<file path="src/include/bfpden_regs.vh">
`ifndef BFPDEN_REGS_VH
`define BFPDEN_REGS_VH
// =====================================================================
// datapath dimensions
`define BFPDEN_DATA_W      16
`define BFPDEN_EXP_W       6
`define BFPDEN_MAX_LOG2N   14
`define BFPDEN_OUT_W       16
`define BFPDEN_OUT_LSB     0
// =====================================================================
// engine kinds
`define BFPDEN_ENG_SINGLE  1'b0
`define BFPDEN_ENG_QUAD    1'b1
// =====================================================================
// range formula offsets
`define BFPDEN_LO_MUL      3
`define BFPDEN_SGL_LO_ADD  0
`define BFPDEN_SGL_HI_SUB  4
`define BFPDEN_QUD_LO_ADD  1
`define BFPDEN_QUD_HI_SUB  7
`endif

</file>
<file path="src/hw/bfpden_denormalizer.v">
`timescale 1ns/1ps
`include "bfpden_regs.vh"

module bfpden_denormalizer #(
    parameter DATA_W    = `BFPDEN_DATA_W,
    parameter EXP_W     = `BFPDEN_EXP_W,
    parameter MAX_LOG2N = `BFPDEN_MAX_LOG2N,
    parameter OUT_W     = `BFPDEN_OUT_W,
    parameter OUT_LSB   = `BFPDEN_OUT_LSB
) (
    // clock and reset
    input  wire                        clk,
    input  wire                        rstn,
    // configuration
    input  wire [3:0]                  log2Len,
    input  wire                        quadEngine,
    input  wire                        pairMode,
    // sample stream from the transform engine
    input  wire                        inValid,
    input  wire                        inInverse,
    input  wire [DATA_W-1:0]           realIn,
    input  wire [DATA_W-1:0]           imagIn,
    input  wire [EXP_W-1:0]            blockExp,
    // full-scale stream
    output reg                         outValid,
    output reg  [DATA_W+3*((MAX_LOG2N+1)/2)-1:0] fullReal,
    output reg  [DATA_W+3*((MAX_LOG2N+1)/2)-1:0] fullImag,
    // selected slice
    output reg  [OUT_W-1:0]            sliceReal,
    output reg  [OUT_W-1:0]            sliceImag,
    output reg                         sliceSat,
    output reg                         expRangeErr,
    // exponent bookkeeping
    output reg  [EXP_W:0]              totalExp,
    output reg  [EXP_W-1:0]            inverseStageExp,
    output reg                         needDivByN
);

    // =====================================================================
    // widths
    // largest left shift is 3P-R, at most 3*ceil(MAX_LOG2N/2)
    localparam SHIFT_MAX = 3 * ((MAX_LOG2N + 1) / 2);
    localparam FULL_W    = DATA_W + SHIFT_MAX;
    // room for the largest pair-sum shift, so no bit is lost before the overflow test
    localparam PRE_W     = FULL_W + (1 << EXP_W);

    // =====================================================================
    // exponent range from transform length
    wire [3:0] passCnt = (log2Len + 4'h1) >> 1;
    wire       oddOff  = log2Len[0];
    wire signed [7:0] pS = {4'h0, passCnt};
    wire signed [7:0] rS = {7'h00, oddOff};
    // bounds are worked out at integer width, then cut to eight bits on purpose
    wire signed [31:0] loSgl = -`BFPDEN_LO_MUL * pS + rS + `BFPDEN_SGL_LO_ADD;
    wire signed [31:0] loQud = -`BFPDEN_LO_MUL * pS + rS + `BFPDEN_QUD_LO_ADD;
    wire signed [31:0] hiSgl = pS + rS - `BFPDEN_SGL_HI_SUB;
    wire signed [31:0] hiQud = pS + rS - `BFPDEN_QUD_HI_SUB;
    wire signed [7:0]  expLo = quadEngine ? loQud[7:0] : loSgl[7:0];
    wire signed [7:0]  expHi = quadEngine ? hiQud[7:0] : hiSgl[7:0];

    // =====================================================================
    // exponent bookkeeping across an inverse then forward pair
    reg  [EXP_W-1:0] heldInvExp_q;
    reg              heldValid_q;
    wire signed [EXP_W-1:0] expS = blockExp;
    wire signed [EXP_W:0]   combExp = (pairMode && !inInverse && heldValid_q) ?
        ({expS[EXP_W-1], expS} + {heldInvExp_q[EXP_W-1], heldInvExp_q}) :
        {expS[EXP_W-1], expS};
    wire signed [7:0] expW = {{(8-EXP_W){expS[EXP_W-1]}}, expS};
    wire outOfRange = (expW < expLo) || (expW > expHi);

    // =====================================================================
    // placement: sign-extend then shift by -exponent
    // sign extension to the working width, shared by both parts
    function [PRE_W-1:0] signExt;
        input [DATA_W-1:0] s;
        begin
            signExt = {{(PRE_W-DATA_W){s[DATA_W-1]}}, s};
        end
    endfunction

    wire signed [PRE_W-1:0] realExt = signExt(realIn);
    wire signed [PRE_W-1:0] imagExt = signExt(imagIn);
    wire        leftShift = combExp[EXP_W];
    wire [EXP_W:0] shAmt  = leftShift ? (~combExp + 1'b1) : combExp;

    function [PRE_W-1:0] place;
        input [PRE_W-1:0] v;
        input             lft;
        input [EXP_W:0]   n;
        begin
            if (lft) begin
                place = v << n;                               // zeros pad low bits
            end else begin
                place = $signed(v) >>> n;
            end
        end
    endfunction

    wire [PRE_W-1:0] realPl = place(realExt, leftShift, shAmt);
    wire [PRE_W-1:0] imagPl = place(imagExt, leftShift, shAmt);

    // saturated value at full-scale width
    localparam [FULL_W-1:0] FULL_POS = {1'b0, {(FULL_W-1){1'b1}}};
    localparam [FULL_W-1:0] FULL_NEG = {1'b1, {(FULL_W-1){1'b0}}};

    function [FULL_W-1:0] fullSat;
        input [PRE_W-1:0] v;
        input             forceSat;
        input             sgn;
        begin
            if (forceSat || (v[PRE_W-1:FULL_W-1] != {(PRE_W-FULL_W+1){v[PRE_W-1]}})) begin
                fullSat = sgn ? FULL_NEG : FULL_POS;
            end else begin
                fullSat = v[FULL_W-1:0];
            end
        end
    endfunction

    // slice of the full-scale word, saturating on overflow
    function [OUT_W:0] slice;
        input [FULL_W-1:0] v;
        reg   [FULL_W-1:0] q;
        begin
            q = $signed(v) >>> OUT_LSB;
            if (q[FULL_W-1:OUT_W-1] != {(FULL_W-OUT_W+1){v[FULL_W-1]}}) begin
                slice = {1'b1, v[FULL_W-1], {(OUT_W-1){~v[FULL_W-1]}}};
            end else begin
                slice = {1'b0, q[OUT_W-1:0]};
            end
        end
    endfunction

    wire [FULL_W-1:0] realFull_d = fullSat(realPl, outOfRange, realIn[DATA_W-1]);
    wire [FULL_W-1:0] imagFull_d = fullSat(imagPl, outOfRange, imagIn[DATA_W-1]);
    wire [OUT_W:0]    realSl = slice(realFull_d);
    wire [OUT_W:0]    imagSl = slice(imagFull_d);

    // =====================================================================
    // registers
    // the slice is taken only from the complete full-scale word, never from
    // a truncated intermediate, so no exponent information is discarded
    always @(posedge clk or negedge rstn) begin
        if (!rstn) begin
            outValid <= 1'b0;
        end else begin
            outValid <= inValid;
        end
    end

    // =====================================================================
    // data words
    always @(posedge clk or negedge rstn) begin
        if (!rstn) begin
            fullReal  <= {FULL_W{1'b0}};
            fullImag  <= {FULL_W{1'b0}};
            sliceReal <= {OUT_W{1'b0}};
            sliceImag <= {OUT_W{1'b0}};
        end else if (inValid) begin
            fullReal  <= realFull_d;
            fullImag  <= imagFull_d;
            sliceReal <= realSl[OUT_W-1:0];
            sliceImag <= imagSl[OUT_W-1:0];
        end
    end

    // =====================================================================
    // status flags
    always @(posedge clk or negedge rstn) begin
        if (!rstn) begin
            sliceSat    <= 1'b0;
            expRangeErr <= 1'b0;
            needDivByN  <= 1'b0;
        end else if (inValid) begin
            sliceSat    <= realSl[OUT_W] | imagSl[OUT_W] | outOfRange;
            expRangeErr <= outOfRange;
            needDivByN  <= inInverse | (pairMode & heldValid_q);
        end
    end

    // =====================================================================
    // exponent bookkeeping registers
    // the held exponent is dropped once pair mode is left, so a stale
    // inverse exponent never leaks into a later unrelated forward block
    always @(posedge clk or negedge rstn) begin
        if (!rstn) begin
            totalExp        <= {(EXP_W+1){1'b0}};
            inverseStageExp <= {EXP_W{1'b0}};
            heldInvExp_q    <= {EXP_W{1'b0}};
            heldValid_q     <= 1'b0;
        end else begin
            if (inValid) begin
                totalExp <= combExp;
            end
            if (inValid && pairMode && inInverse) begin
                heldInvExp_q    <= blockExp;
                heldValid_q     <= 1'b1;
                inverseStageExp <= blockExp;
            end else if (!pairMode) begin
                heldValid_q     <= 1'b0;
            end
        end
    end

endmodule // bfpden_denormalizer

</file>
<file path="config.mk">
export PLATFORM = sky130hd
export DESIGN_NAME = bfpden_denormalizer
export DESIGN_NICKNAME = d
export VERILOG_FILES = /design/src/hw/bfpden_denormalizer.v
export VERILOG_INCLUDE_DIRS = /design/src /design/src/include
export SDC_FILE = /design/constraint.sdc
export NUM_CORES = 1
export LEC_CHECK = 0
export BUFFER_PORTS_ARGS = -buffer_cell sky130_fd_sc_hd__buf_2
export CAP_MARGIN = 20
export CORE_MARGIN = 2
export CORE_UTILIZATION = 35
export DETAILED_ROUTE_END_ITERATION = 10
export GPL_TIMING_DRIVEN = 0
export MAX_ROUTING_LAYER = met4
export PLACE_DENSITY = 0.61
export SYNTH_ARGS = -nofsm -noshare
export SYNTH_HDL_FRONTEND = slang
export SYNTH_SLANG_ARGS = --single-unit
</file>
<file path="constraint.sdc">
create_clock -name clk -period 8 [get_ports clk]
set_input_delay 0.8 -clock clk [delete_from_list [all_inputs] [get_ports clk]]
set_output_delay 0.8 -clock clk [all_outputs]
set_load 0.05 [all_outputs]
</file>
==> reports/metrics.yaml <==
synth_seq_area_share_pct: 21.89
nets: 2092
first_global_vias: 16950
grt_max_degree: 98
initial_core_util_pct: 35.60
hold_viol_final: 0
drt-vias-per-instance: 7.020
setup_tns_ps: 0
wl_per_cell_um: 33.90
gp_congestion: 1.095
remaining_drc_errors: 0
io_pins: 171
wl_mm: 86.62
via_count: 17940
worst_slew_pin_slew_ps: 1201
core_area_um2: 39820
die_h_um: 205.3
finClkSkew_ps: 11.59
portBuffers: 163
ys_ff_latch: 124
slew_headroom_pct: 19.91
holdBufCountCts: 0
dr.pass1.iters: 8
cp-end-kind: "flip-flop"
cap_violations: 0
critPathMaxStageDelay_ps: 510
total_power_mw: 3.982
layout_min_cycle_time_ps: 7997
drt_iter0_drc: 2150
antenna_found_initial: 7
post-route-period-util_pct: 99.97
cts_made_buffers: 17
slew_viol_final: 0
crit_start: "blockExp[0]"
cp-start-kind: "primary input"
clock.fmax_mhz: 125.0
postLayoutCoreUtil_pct: 41.99
setup_violations: 0
crit_fanout: 10
cp_slowest_cell: "o41ai_1"
synth-edff-count: 0
rrSetupSlack_ps: 90
r2r_start: "inverseStageExp[0]"
path_common_cell: "buf_2"
clk_latency_ps: 460
cts_root_buf: "clkbuf_16"
hold_path_class: "primary input to async pin"
crit_required_ps: 8330
ir_drop_uv: 255.1
dpl.hpwl_mm: 68.78
placementRows: 73
rsz0062_at_grt: "no"
crit_family: "buffers and inverters"
crit_arrival_ps: 8330
syn2layout_area_growth_pct: 17.93
total_leakage_power_nw: 6.765
powerDensity_nw_per_um2: 238.2
path_clk_slew_ps: 60
cts_buffer_depth: 2
synthFlopType: "dfrtp_1"
grt_pass1_wl_mm: 122.6
async_flop_share_pct: 100.0
syn_avg_cell_area_um2: 7.807
syn_nets: 1894
drtAntennaViolNets: 0
worstSetupPathType: "primary input to flip-flop"
grt.total_usage_pct: 41.88
die_area_um2: 42130
netlist_instances: 1816
critPathBufInv: 10
cts_tree: "built"
die_w_um: 205.3
outcome: "finished clean"
grt_overflow: 0
ys_types: 100
clock_sinks: 124
setup_ws_ps: 2.649
cts-htree-levels: 4
ys.warnings.count: 0
dpl_worst_slack_ps: -3275
drive_gt1_share_pct: 20.63
syn_area_um2: 14180
sequential cells by signal (all words and copies together), names as in the netlist:
name             count
sliceSat             1
sliceImag           16
sliceReal           16
totalExp             7
outValid             1
heldValid_q          1
fullReal            37
fullImag            37
expRangeErr          1
needDivByN           1
inverseStageExp      6
per-layer routing:
metal,track usage (%),part of all wire [%],vias to the layer above
met3,10.01,11,279
li1,-,-,7469
met5,-,0,-
met4,18.27,5.1,0
met1,53.58,40,8911
met2,62.86,44,1276
cell usage after synthesis (18+ instances only):
master | n | area (µm²)
nand2_1 | 165 | 619.3
nor2_1 | 155 | 581.8
mux2i_1 | 134 | 1341
dfrtp_1 | 124 | 3103
o21ai_0 | 109 | 545.5
a21oi_1 | 107 | 535.5
clkbuf_1 | 88 | 330.3
nor3_1 | 71 | 355.3
nand3_1 | 59 | 295.3
o211ai_1 | 56 | 420.4
mux2_2 | 50 | 563.0
a211oi_1 | 40 | 300.3
buf_2 | 38 | 190.2
a31oi_1 | 33 | 206.5
ha_1 | 29 | 362.9
o2bb2ai_1 | 27 | 236.5
buf_1 | 26 | 97.59
o31ai_1 | 25 | 187.7
inv_1 | 24 | 90.09
and3_1 | 22 | 137.6
nand4_1 | 21 | 131.4
nor2b_1 | 19 | 118.9
o21a_1 | 19 | 142.6
nor4_1 | 18 | 112.6
final timing paths:
path | cells after the start | endpoint
min in group clk | 2 | fullReal[19]
worst max-delay path | 25 | sliceImag[9]
worst min-delay path | 1 | inverseStageExp[1]
max in group asynchronous | 2 | totalExp[1]
worst min register to register | 2 | fullReal[19]
worst max register to register | 24 | sliceImag[9]
placed cells by master (no fill, tap or decap), types with 21 or more instances in the layout:
cell type  instances
a31oi_1           31
o211ai_1          56
o31ai_1           24
nand2_1          163
clkbuf_1          72
ha_1              28
nand3_1           59
a21oi_1          102
buf_2            209
nand4_1           21
dfrtp_1          124
mux2_2            50
nor2_1           152
nor3_1            71
mux2i_1          129
inv_1             24
a211oi_1          38
o21ai_0          106
o2bb2ai_1         27
and3_1            22
power breakdown:
group	internal, mW	leakage [nW]	switching, mW
registers	0.730	1.47	0.0630
clock network	0.461	0.282	0.316
logic	0.640	5.02	1.77
worst reg2reg max path, cell delays in order, from the launching register on:
cell and delay, ps:
dfrtp_1 390, ha_1 280, mux2_2 310, inv_2 210, buf_2 330, buf_4 300, clkbuf_2 340, buf_2 330
buf_2 340, ha_4 240, buf_4 230, clkbuf_2 320, mux2i_1 270, mux2i_2 160, mux2i_4 290, o22ai_1 270
or2_1 360, o41ai_1 510, nand4_1 260, a32oi_4 370, a31oi_1 270, or3_1 420, buf_2 190, or3_1 450
a311o_1 340
final cells by class:
type,instances,area (µm²)
antenna,4,10.01
inverter,27,101.3
multi-input combinational,1509,10580
timing repair buffer,182,993.5
sequential,124,3103
clock inverter,14,158.9
clock buffer,17,425.4
tap,525,656.9
buffer,153,693.2
fill,4214,23100
logic make-up (layout without fill, tap and decap cells):
| group | count (synthesis) | count (layout) | share of synthesized area, % |
|---|---|---|---|
| compound gates | 671 | 671 | 33.95 |
| buf+inv | 183 | 393 | 5.392 |
| fa+ha+maj | 30 | 30 | 2.701 |
| other cells | 0 | 4 | 0 |
| xor+xnor | 19 | 19 | 1.227 |
| simple gates | 596 | 596 | 20.10 |
| flops | 124 | 124 | 21.89 |
| mux | 193 | 193 | 14.75 |
repair_timing:
item | CTS | global route
endpoints found under the setup margin | 107 | 101
pin swaps | 7 | 2
setup buffers | 10 | 3
gates resized for setup | 57 | 29
metrics by stage:
step	instances	area (µm²)	hold slack [ps]
floorplan	1816	14180	491.0
global placement	2504	15650	458.1
detailed placement	2510	15720	459.8
CTS	2548	16590	226.9
global route	2554	16720	252.4
finish	2555	16720	243.1
Power figures use the tool's default switching activity.
